## src/common/qei_pkg.sv

```systemverilog
`default_nettype none
package qenc_pkg;
	// mode field encodings
	localparam logic [2:0] MODE_OFF      = 3'h0;
	localparam logic [2:0] MODE_TIMER    = 3'h1;
	localparam logic [2:0] MODE_X2_INDEX = 3'h4;
	localparam logic [2:0] MODE_X2_MATCH = 3'h5;
	localparam logic [2:0] MODE_X4_INDEX = 3'h6;
	localparam logic [2:0] MODE_X4_MATCH = 3'h7;
	// control register field positions
	localparam int CTL_MODE_LSB = 8;
	localparam int CTL_MODE_MSB = 10;
	localparam int CTL_DIR_BIT  = 11;
	localparam int CTL_DSRC_BIT = 0;
	// filter control field positions
	localparam int FLT_DIV_LSB = 4;
	localparam int FLT_DIV_MSB = 6;
	// filter needs this many equal samples
	localparam int FLT_STABLE_CNT = 3;
	// reset values
	localparam logic [15:0] POS_RESET = 16'h0000;
	localparam logic [7:0]  DIV_RESET = 8'h00;
endpackage : qenc_pkg
`default_nettype wire

```

## src/core/qei_encoder_interface.sv

```systemverilog
`default_nettype none
module qenc_encoder_interface
	import qenc_pkg::*;
(
	input  wire logic        clk_sys,
	input  wire logic        resetn,
	input  wire logic        brownOutResetn,
	input  wire logic [15:0] encoderControlRegister,
	input  wire logic [15:0] filterControlRegister,
	input  wire logic        filterOutputEnable,
	input  wire logic [15:0] maximumCountRegister,
	input  wire logic        cpuSleep,
	input  wire logic        phaseAInput,
	input  wire logic        phaseBInput,
	input  wire logic        indexInput,
	output logic      [15:0] positionCount_q,
	output logic             countDirection_q,
	output logic             matchEvent_q
);
	////////////////////////////////////////////////////////////////////////////
	logic [1:0] sA_q, sB_q, sI_q;   // [0] first stage, [1] second stage
	logic [7:0] divCnt_q;
	logic       fltTick;
	logic [1:0] fA_q, fB_q, fI_q;   // sample histories
	logic       oA_q, oB_q, oI_q;   // filtered levels
	logic       fltEn_q;
	logic       pA, pB, pI, pAprev_q, pBprev_q, pIprev_q;
	logic [2:0] mode;
	logic       edgeA, edgeB, stepUp, stepEn, isMatch, useMatch, useIndex;
	logic       rstAll;

	assign rstAll = resetn & brownOutResetn;
	assign mode   = encoderControlRegister[CTL_MODE_MSB:CTL_MODE_LSB];

	// ratio 2^field; divider frozen in sleep since clocks stop
	function automatic logic [7:0] divLimit(input logic [2:0] f);
		divLimit = 8'(({7'h00, 1'b1} << f) - 8'h01);
	endfunction : divLimit

	// filter: new level only after three equal samples
	function automatic logic fltNext(input logic [1:0] h, input logic s, input logic o);
		fltNext = (h[0] == s && h[1] == s) ? s : o;
	endfunction : fltNext

	////////////////////////////////////////////////////////////////////////////
	// pin synchronisers, two flops before any logic reads the pins
	always_ff @(posedge clk_sys or negedge resetn) begin
		if (!resetn) begin
			sA_q <= 2'h0;
			sB_q <= 2'h0;
			sI_q <= 2'h0;
		end else begin
			sA_q <= {sA_q[0], phaseAInput};
			sB_q <= {sB_q[0], phaseBInput};
			sI_q <= {sI_q[0], indexInput};
		end
	end

	// filter clock divider
	always_ff @(posedge clk_sys or negedge rstAll) begin
		if (!rstAll) begin
			divCnt_q <= DIV_RESET;
		end else if (cpuSleep) begin
			divCnt_q <= divCnt_q;
		end else if (divCnt_q >= divLimit(filterControlRegister[FLT_DIV_MSB:FLT_DIV_LSB])) begin
			divCnt_q <= DIV_RESET;
		end else begin
			divCnt_q <= divCnt_q + 8'h01;
		end
	end
	assign fltTick = (divCnt_q >= divLimit(filterControlRegister[FLT_DIV_MSB:FLT_DIV_LSB]))
			& ~cpuSleep;

	// filter enable is cleared by either reset and re-armed from the port afterwards
	always_ff @(posedge clk_sys or negedge rstAll) begin
		if (!rstAll) begin
			fltEn_q <= 1'b0;
		end else begin
			fltEn_q <= filterOutputEnable;
		end
	end

	// three-sample filters on all channels; while switched off they follow the pins,
	// so that switching on after a brown-out never shows the decoder a false edge
	always_ff @(posedge clk_sys or negedge rstAll) begin
		if (!rstAll) begin
			fA_q <= 2'h0;
			fB_q <= 2'h0;
			fI_q <= 2'h0;
			oA_q <= 1'b0;
			oB_q <= 1'b0;
			oI_q <= 1'b0;
		end else if (!fltEn_q) begin
			fA_q <= {2{sA_q[1]}};
			fB_q <= {2{sB_q[1]}};
			fI_q <= {2{sI_q[1]}};
			oA_q <= sA_q[1];
			oB_q <= sB_q[1];
			oI_q <= sI_q[1];
		end else if (fltTick) begin
			fA_q <= {fA_q[0], sA_q[1]};
			fB_q <= {fB_q[0], sB_q[1]};
			fI_q <= {fI_q[0], sI_q[1]};
			oA_q <= fltNext(fA_q, sA_q[1], oA_q);
			oB_q <= fltNext(fB_q, sB_q[1], oB_q);
			oI_q <= fltNext(fI_q, sI_q[1], oI_q);
		end
	end

	// decoder sees filtered levels only while enabled
	assign pA = fltEn_q ? oA_q : sA_q[1];
	assign pB = fltEn_q ? oB_q : sB_q[1];
	assign pI = fltEn_q ? oI_q : sI_q[1];

	always_ff @(posedge clk_sys or negedge resetn) begin
		if (!resetn) begin
			pAprev_q <= 1'b0;
			pBprev_q <= 1'b0;
			pIprev_q <= 1'b0;
		end else if (!cpuSleep) begin
			pAprev_q <= pA;
			pBprev_q <= pB;
			pIprev_q <= pI;
		end
	end

	////////////////////////////////////////////////////////////////////////////
	// step decode: A leads B means up; other phase level judges direction
	assign edgeA = pA ^ pAprev_q;
	assign edgeB = pB ^ pBprev_q;
	always_comb begin
		stepEn = 1'b0;
		stepUp = countDirection_q;
		case (mode)
			MODE_X2_INDEX, MODE_X2_MATCH: begin
				stepEn = edgeA;
				stepUp = pA ^ pB;
			end
			MODE_X4_INDEX, MODE_X4_MATCH: begin
				stepEn = edgeA | edgeB;
				stepUp = edgeA ? (pA ^ pB) : ~(pA ^ pB);
			end
			MODE_TIMER: begin
				stepEn = pA & ~pAprev_q;
				stepUp = encoderControlRegister[CTL_DSRC_BIT] ? pB
						: encoderControlRegister[CTL_DIR_BIT];
			end
			default: begin
				stepEn = 1'b0;
				stepUp = countDirection_q;
			end
		endcase
		if (cpuSleep) begin
			stepEn = 1'b0;
		end
	end

	assign useIndex = (mode == MODE_X2_INDEX) || (mode == MODE_X4_INDEX);
	assign useMatch = (mode == MODE_X2_MATCH) || (mode == MODE_X4_MATCH);
	assign isMatch  = positionCount_q == maximumCountRegister;

	// position counter; no clear on mode change keeps the count
	always_ff @(posedge clk_sys or negedge resetn) begin
		if (!resetn) begin
			positionCount_q <= POS_RESET;
		end else if (useIndex && pI && !pIprev_q && !cpuSleep) begin
			positionCount_q <= POS_RESET;
		end else if (stepEn) begin
			if ((useMatch || mode == MODE_TIMER) && stepUp && isMatch) begin
				positionCount_q <= POS_RESET;
			end else if (useMatch && !stepUp && positionCount_q == POS_RESET) begin
				positionCount_q <= maximumCountRegister;
			end else begin
				positionCount_q <= stepUp ? positionCount_q + 16'h0001
						: positionCount_q - 16'h0001;
			end
		end
	end

	// direction status and match pulse
	always_ff @(posedge clk_sys or negedge resetn) begin
		if (!resetn) begin
			countDirection_q <= 1'b0;
			matchEvent_q     <= 1'b0;
		end else begin
			if (stepEn) begin
				countDirection_q <= stepUp;
			end
			matchEvent_q <= (mode == MODE_TIMER) && stepEn && isMatch;
		end
	end

	////////////////////////////////////////////////////////////////////////////
	chk_sleep_hold: assert property (@(posedge clk_sys) disable iff (!resetn)
		cpuSleep |=> positionCount_q == $past(positionCount_q))
		else $error("count moved in sleep");
	chk_off_hold: assert property (@(posedge clk_sys) disable iff (!resetn)
		mode == MODE_OFF |=> positionCount_q == $past(positionCount_q))
		else $error("count moved while off");
	chk_timer_wrap: assert property (@(posedge clk_sys) disable iff (!resetn)
		mode == MODE_TIMER && stepEn && stepUp && isMatch |=> positionCount_q == 16'h0000)
		else $error("timer no restart");
	chk_timer_flag: assert property (@(posedge clk_sys) disable iff (!resetn)
		matchEvent_q |-> $past(mode) == MODE_TIMER && $past(isMatch))
		else $error("bad match flag");
	chk_down_roll: assert property (@(posedge clk_sys) disable iff (!resetn)
		useMatch && stepEn && !stepUp && positionCount_q == 16'h0000
		|=> positionCount_q == $past(maximumCountRegister))
		else $error("no roll to max");
	chk_index_clear: assert property (@(posedge clk_sys) disable iff (!resetn)
		useIndex && pI && !pIprev_q && !cpuSleep |=> positionCount_q == 16'h0000)
		else $error("index did not clear");
	chk_x2_ignore_b: assert property (@(posedge clk_sys) disable iff (!resetn)
		(mode == MODE_X2_INDEX || mode == MODE_X2_MATCH) && !edgeA && !(pI && !pIprev_q)
		|=> $stable(positionCount_q))
		else $error("x2 counted without A edge");
	chk_flt_reset: assert property (@(posedge clk_sys) disable iff (!resetn)
		!brownOutResetn |=> !fltEn_q)
		else $error("filter not disabled");
	chk_dir_timer: assert property (@(posedge clk_sys) disable iff (!resetn)
		mode == MODE_TIMER && stepEn && !cpuSleep |=> countDirection_q == $past(stepUp))
		else $error("timer direction wrong");

	// an edge that the decoder takes must move the count; zero is left out
	// because a roll onto a zero maximum may land on the value it started from
	chk_x4_step: assert property (@(posedge clk_sys) disable iff (!resetn)
		(mode == MODE_X4_INDEX || mode == MODE_X4_MATCH) && stepEn
		&& positionCount_q != 16'h0000
		|=> positionCount_q != $past(positionCount_q))
		else $error("x4 edge not counted");
	chk_x2_step: assert property (@(posedge clk_sys) disable iff (!resetn)
		(mode == MODE_X2_INDEX || mode == MODE_X2_MATCH) && stepEn
		&& positionCount_q != 16'h0000
		|=> positionCount_q != $past(positionCount_q))
		else $error("x2 edge not counted");

	// direction status follows the level of the other phase at the counted edge
	chk_x2_dir: assert property (@(posedge clk_sys) disable iff (!resetn)
		(mode == MODE_X2_INDEX || mode == MODE_X2_MATCH) && edgeA && !cpuSleep
		|=> countDirection_q == ($past(pA) ^ $past(pB)))
		else $error("x2 direction wrong");
	chk_x4_dir_b: assert property (@(posedge clk_sys) disable iff (!resetn)
		(mode == MODE_X4_INDEX || mode == MODE_X4_MATCH) && !edgeA && edgeB && !cpuSleep
		|=> countDirection_q == ($past(pA) ~^ $past(pB)))
		else $error("x4 direction on B wrong");
	chk_dir_hold: assert property (@(posedge clk_sys) disable iff (!resetn)
		!stepEn |=> $stable(countDirection_q))
		else $error("direction moved without a step");

	// wrap points and timer behaviour
	chk_up_roll: assert property (@(posedge clk_sys) disable iff (!resetn)
		useMatch && stepEn && stepUp && isMatch |=> positionCount_q == 16'h0000)
		else $error("no roll to zero");
	chk_timer_match: assert property (@(posedge clk_sys) disable iff (!resetn)
		mode == MODE_TIMER && stepEn && isMatch |=> matchEvent_q)
		else $error("match flag missing");
	chk_timer_rise: assert property (@(posedge clk_sys) disable iff (!resetn)
		mode == MODE_TIMER && !(pA && !pAprev_q) |=> $stable(positionCount_q))
		else $error("timer counted without a rising A");
	// only a step or an index clear may touch the count, so a mode change keeps it
	chk_keep_count: assert property (@(posedge clk_sys) disable iff (!resetn)
		!stepEn && !(useIndex && pI && !pIprev_q && !cpuSleep)
		|=> $stable(positionCount_q))
		else $error("count moved without a step");

	// a filtered level changes only after three equal samples; a brown-out
	// clear that lands in between is let through
	chk_flt_hold_a: assert property (@(posedge clk_sys) disable iff (!resetn)
		fltEn_q && rstAll |=> !rstAll || $stable(oA_q) || $past(fA_q) == {oA_q, oA_q})
		else $error("phase A filter changed early");
	chk_flt_hold_b: assert property (@(posedge clk_sys) disable iff (!resetn)
		fltEn_q && rstAll |=> !rstAll || $stable(oB_q) || $past(fB_q) == {oB_q, oB_q})
		else $error("phase B filter changed early");
	chk_flt_follow: assert property (@(posedge clk_sys) disable iff (!resetn)
		!fltEn_q && rstAll |=> !rstAll || oA_q == $past(sA_q[1]))
		else $error("idle filter lost the pin level");
	chk_div_tick: assert property (@(posedge clk_sys) disable iff (!resetn)
		fltTick && filterControlRegister[FLT_DIV_MSB:FLT_DIV_LSB] != 3'h0
		|=> !fltTick || filterControlRegister[FLT_DIV_MSB:FLT_DIV_LSB] == 3'h0)
		else $error("filter tick too soon");
endmodule : qenc_encoder_interface
`default_nettype wire

```

## config.mk

```make
export PLATFORM = sky130hd
export DESIGN_NAME = qenc_encoder_interface
export DESIGN_NICKNAME = d
export VERILOG_FILES = /design/src/common/qei_pkg.sv /design/src/core/qei_encoder_interface.sv
export SDC_FILE = /design/constraint.sdc
export NUM_CORES = 1
export LEC_CHECK = 0
export BUFFER_PORTS_ARGS = -buffer_cell sky130_fd_sc_hd__buf_2
export CELL_PAD_IN_SITES_DETAIL_PLACEMENT = 1
export CELL_PAD_IN_SITES_GLOBAL_PLACEMENT = 1
export CORE_MARGIN = 10
export CORE_UTILIZATION = 45
export DETAILED_ROUTE_END_ITERATION = 7
export PLACE_DENSITY = 0.95
export SLEW_MARGIN = 20
export SYNTH_ARGS = -nofsm -noshare
export SYNTH_HDL_FRONTEND = slang
export SYNTH_SLANG_ARGS = --single-unit
```

## constraint.sdc

```tcl
create_clock -name clk_sys -period 6.2 [get_ports clk_sys]
set_input_delay 1.24 -clock clk_sys [delete_from_list [all_inputs] [get_ports clk_sys]]
set_output_delay 1.24 -clock clk_sys [all_outputs]
set_load 0.01 [all_outputs]
```

Word-level counts from Yosys, hierarchy flattened

Index checks and enable logic that the tools add are counted.

Register bits after elaboration: 45
Input port bits: 56
Logic and storage cells: 103

Add/sub/neg operators: 4
$lt $le $gt $ge: 1
Eq/ne operators: 16
Shift operators: 1
Mux-type cells: 29
Bitwise gates (word level): 10
Reductions and logical operators: 25

Operators with widths:

| operator                | count |
|---|---|
| $mux W16                | 5 |
| $add A16 B1 Y16 const B | 1 |
| $eq A16 B16 Y1          | 1 |
| $logic_not A16 Y1       | 1 |
| $sub A16 B1 Y16 const B | 1 |
| $mux W1                 | 15 |
| $eq A3 B3 Y1 const B    | 4 |
| $logic_and A1 B1 Y1     | 12 |
| $mux W2                 | 6 |
| $add A8 B1 Y8 const B   | 1 |
| $ge A8 B8 Y1            | 1 |
| $mux W8                 | 1 |
| $shl A1 B3 Y8 const A   | 1 |
| $sub A8 B1 Y8 const B   | 1 |
| $eq A1 B1 Y1            | 6 |
| $ne A2 B1 Y1 const B    | 3 |
| $pmux W1 S3             | 2 |
| $reduce_and A2 Y1       | 3 |
| $reduce_or A2 Y1        | 2 |
| $and A1 B1 Y1           | 3 |
| $eq A3 B1 Y1 const B    | 1 |
| $logic_not A1 Y1        | 3 |
| $logic_or A1 B1 Y1      | 3 |
| $not A1 Y1              | 3 |
| other kinds (4)         | 6 |

Depth between registers and ports, before layout

Depth in word-level cells: 12
Mapped depth: 15

Least setup slack after synthesis

OpenSTA, ideal clock, no wires.

Path kind: input -> register
Start: in encoderControlRegister[9]
End: reg positionCount_q[14]
Arrival time: 3.891 ns
Data required time: 6.081 ns
Path slack: 2.190 ns
Stages on the path: 13
Buffers on the path: 0
Cell sequence: nand2b_1 a211oi_1 a211oi_1 a21oi_1 inv_1 fa_1 a211oi_1 o21bai_1 a221o_1 a311oi_1 xnor2_1 mux2i_1 o21ai_2

Cells in the longest elaborated chain, start to end: 10
Elaborated cells on any way between the ends: 27
Classes of those cells: eq/ne: 5; mux: 8; reduce/logical: 14

RTL lines:

| item                              | line                                                                                     | text |
|---|---|---|
| start: declaration                | qei_encoder_interface.sv:8                                                               | `input wire logic [15:0] encoderControlRegister,` |
| $eq A3 B3 Y1 (on tied branches)   | qei_encoder_interface.sv:134, qei_encoder_interface.sv:158, qei_encoder_interface.sv:159 |  |
| $reduce_or A2 Y1                  | qei_encoder_interface.sv:134                                                             | `case (mode)` |
| $pmux W1 S3                       | qei_encoder_interface.sv:134                                                             |  |
| $logic_not A1 Y1                  | qei_encoder_interface.sv:171                                                             | `end else if (useMatch && !stepUp && positionCount_q == POS_RESET) begin` |
| $logic_and A1 B1 Y1 (2 in series) | qei_encoder_interface.sv:171                                                             |  |
| $mux W16                          | qei_encoder_interface.sv:171                                                             |  |
| $mux W16                          | qei_encoder_interface.sv:169                                                             | `if ((useMatch \|\| mode == MODE_TIMER) && stepUp && isMatch) begin` |
| $mux W16                          | qei_encoder_interface.sv:168                                                             | `end else if (stepEn) begin` |
| $mux W16                          | qei_encoder_interface.sv:166                                                             | `end else if (useIndex && pI && !pIprev_q && !cpuSleep) begin` |
| end signal: assignment            | qei_encoder_interface.sv:172                                                             | `positionCount_q <= maximumCountRegister;` |
| end signal: assignment            | qei_encoder_interface.sv:174                                                             | `positionCount_q <= stepUp ? positionCount_q + 16'h0001` |
| end: declaration                  | qei_encoder_interface.sv:16                                                              | `output logic [15:0] positionCount_q,` |

Several ways; a longest one is shown, not always the timed one. The select of a mux whose other input is x is not followed.
A chain may end at the register's enable or synchronous reset.

Final worst setup path

Ends and elaborated chain as after synthesis.

==> summary.md <==
| Metric | Value |
|---|---|
| Top post-synthesis cells by count | `45 x dfrtp_1, 35 x nand2_1, 26 x xor2_1` |
| Vias in the first global route | `3464` |
| First-pass DRT Iterations | `4` |
| Post-synth EDFFs | `0` |
| Final #Nets | `493` |
| Clock skew | `0.0132 ns` |
| Die Area | `11500 µm²` |
| Via count | `3159` |
| Post-DR vias/cell | `6.17` |
| Number of buffers created by CTS | `5` |
| Largest net degree at the start of global routing | `29` |
| Clock latency on the worst-skew pair | `0.32 ns` |
| Horiz. Die Dim | `107 µm` |
| Cell Area, Placed | `3750 µm²` |
| Fin crit share | `0.731` |
| Cell taking the most area after synthesis | `dfrtp_1` |
| Final Critical Period | `4.53 ns` |
| Iteration-0 DRC Markers | `126` |
| Sink Count | `45` |
| Synth top area share | `0.329` |
| Port bufs | `slightly below 50` |
| Critical path class | `input port to flop` |
| Most frequent cell after synthesis | `dfrtp_1` |
| CTS H-Tree Depth | `2` |
| Critical Path Fanout Max | `16` |
| Share of cells above drive strength 1 | `0.194` |
| Grt total ovfl | `0` |
| Setup TNS | `0 ns` |
| Hold Fails Final Rpt | `0` |
| VDD IR max | `about 0.23 mV` |
| Min-delay worst type | `flop to flop` |
| Io pins | `74` |
| Footprint of the multi-input gates | `2200 µm²` |
| Highest Clock Rate | `about 0.22 GHz` |
| Clk pin slew, worst setup/hold paths | `roughly 0.1 ns` |
| Max Root-Sink Buffers | `2` |
| Slew HR | `0.396` |
| Post-Syn Area per Cell | `9.39 µm²` |
| Cell leakage power | `1.87 nW` |
| Initial antenna violation count | `0` |
| Total track usage | `0.184` |
| Fillcell total | `873` |
| Root Buffer | `clkbuf_8` |
| #FFs+latches synth | `45` |
| Async SR Flop Fraction | `1.00` |
| FF+latch area | `between 1000 and 1500 µm²` |
| Power Density | `463 nW/µm²` |
| Final Instance Area | `3840 µm²` |
| Post-synthesis cell type count | `64` |
| CTS tree | `done` |
| Die Ht | `~110 µm` |
| DPL Wire Length | `7.61 mm` |
| Worst hold slack | `about 0.36 ns` |
| Residual DRC | `0` |
| Initial core utilization | `0.467` |
| Post-CTS Setup Inserts | `0` |
| Ant diodes | `0` |
| Yosys synthesis warning count | `0` |
| Actual slew at the worst max-slew pin | `0.906 ns` |
| Prevailing post-synth register cell | `dfrtp_1` |
| Post-CTS sizing | `0` |
| Largest cells by area after synthesis | `dfrtp_1 33%, ha_1 8.8%, xor2_1 6.6%` |
| RSZ-0062 raised after global routing | `false` |
| Fin worst setup slack | `1.67 ns` |
| Critical Path AT | `4.72 ns` |
| Outcome | `complete, no violations` |
| Data required, critical path | `6.39 ns` |
| Final WL | `10.6 mm` |
| Area of the mapped netlist | `3430 µm²` |
| Register area share after synthesis | `0.329` |
| MaxCap Viol Count | `0` |
| Setup-failing EPs final | `0` |
| Hold_buf cts | `0` |
| Syn Nets | `446` |
| Cells after Synth | `365` |
| CP Launch Type | `input port` |
| First-pass GRT wire length | `17.2 mm` |
| DP Worst Slack | `~1.4 ns` |
| Fin util | `0.523` |
| Routability congestion estimate | `0.898` |
| Endpoint class of the critical path | `flop` |
| Routed WL per cell | `20.7 µm` |
| Rows | `31` |
| Synthesis-to-layout area growth | `11.9%` |
| Final antenna-violating net count | `0` |
| Final Max Slew Viols | `0` |
| CORE AREA | `7330 µm²` |
## critical path, cell delays in order
cell	delay, ns
buf_2	0.14
nand2b_1	0.20
a211oi_1	0.23
a211oi_1	0.11
a21oi_1	0.23
inv_1	0.34
fa_1	0.55
a211oi_1	0.35
o21bai_1	0.16
a221o_1	0.42
a311oi_1	0.35
xnor2_1	0.14
mux2i_1	0.19
o21ai_2	0.06
## per-stage QoR
| step | total power [mW] | cells |
|---|---|---|
| floorplan | 1.26 | 365 |
| global placement | 1.48 | 504 |
| detailed placement | 1.55 | 504 |
| CTS | 1.77 | 512 |
| global route | 1.92 | 512 |
| finish | 1.78 | 512 |
## area by class of cell
| class | instances | area share |
|---|---|---|
| inverters | 9 | 0.00881 |
| multi-input cells | 300 | 0.574 |
| clock inverters | 3 | 0.00554 |
| repair buffers | 51 | 0.0678 |
| clock buffers | 5 | 0.0179 |
| well taps | 99 | 0.0323 |
| flip-flops and latches | 45 | 0.294 |
## cell families after synthesis
group | synth area share
AND/OR/NAND/NOR | 0.179
AO/OA/AOI/OAI | 0.220
flip-flops | 0.329
XOR/XNOR | 0.0946
adder cells (fa/ha/maj) | 0.0935
buffers and inverters | 0.0288
multiplexers | 0.0551
other | 0.00109
## power breakdown
group | internal, mW | switching [mW]
combinational | 0.458 | 0.612
sequential | 0.377 | 0.134
clock | 0.0803 | 0.116
## per-layer routing
metal  vias up  GRT usage  routed length, µm
met2        83      0.316               5200
li1       1448          -                  -
met4         0     0.0735                313
met5         -          0                  0
met1      1599      0.220               4630
met3        29     0.0347                454
## flip-flops by register name (all words and copies together), names as in the netlist
register / flops
oI_q: 1
sA_q: 2
pBprev_q: 1
oA_q: 1
fltEn_q: 1
fI_q: 2
fB_q: 2
countDirection_q: 1
oB_q: 1
positionCount_q: 16
sB_q: 2
pAprev_q: 1
sI_q: 2
matchEvent_q: 1
pIprev_q: 1
fA_q: 2
divCnt_q: 8
## worst paths after layout
kind | start | slack, ns | cells after the start | end
worst max-delay path | encoderControlRegister[9] | 1.67 | 14 | positionCount_q[14]$_DFFE_PN0P_
worst min-delay path | sI_q[0]$_DFF_PN0_ | 0.36 | 0 | sI_q[1]$_DFF_PN0_
worst max register to register | fltEn_q$_DFF_PN0_ | 1.84 | 13 | positionCount_q[14]$_DFFE_PN0P_
worst min register to register | sI_q[0]$_DFF_PN0_ | 0.36 | 0 | sI_q[1]$_DFF_PN0_
max in group asynchronous | resetn | 3.98 | 2 | oB_q$_DFFE_PN0P_
min in group asynchronous | resetn | 0.95 | 1 | positionCount_q[9]$_DFFE_PN0P_
## cells in the final DEF (no fill, tap or decap), drive strengths merged, types with 3 or more instances in the layout
| master | count |
|---|---|
| mux2 | 5 |
| nand3 | 6 |
| nor3 | 5 |
| a21oi | 22 |
| and2 | 3 |
| nand2b | 8 |
| nor2 | 24 |
| nand2 | 35 |
| xnor2 | 11 |
| inv | 10 |
| a221oi | 4 |
| o21ai | 23 |
| buf | 51 |
| and3 | 4 |
| ha | 24 |
| a31oi | 3 |
| xor2 | 26 |
| dfrtp | 45 |
| o311ai | 3 |
| clkbuf | 5 |
| or3 | 4 |
| a211oi | 8 |
| a21o | 16 |
| nor4 | 9 |
| mux2i | 12 |
No activity file was read; power rests on OpenSTA's default activity.
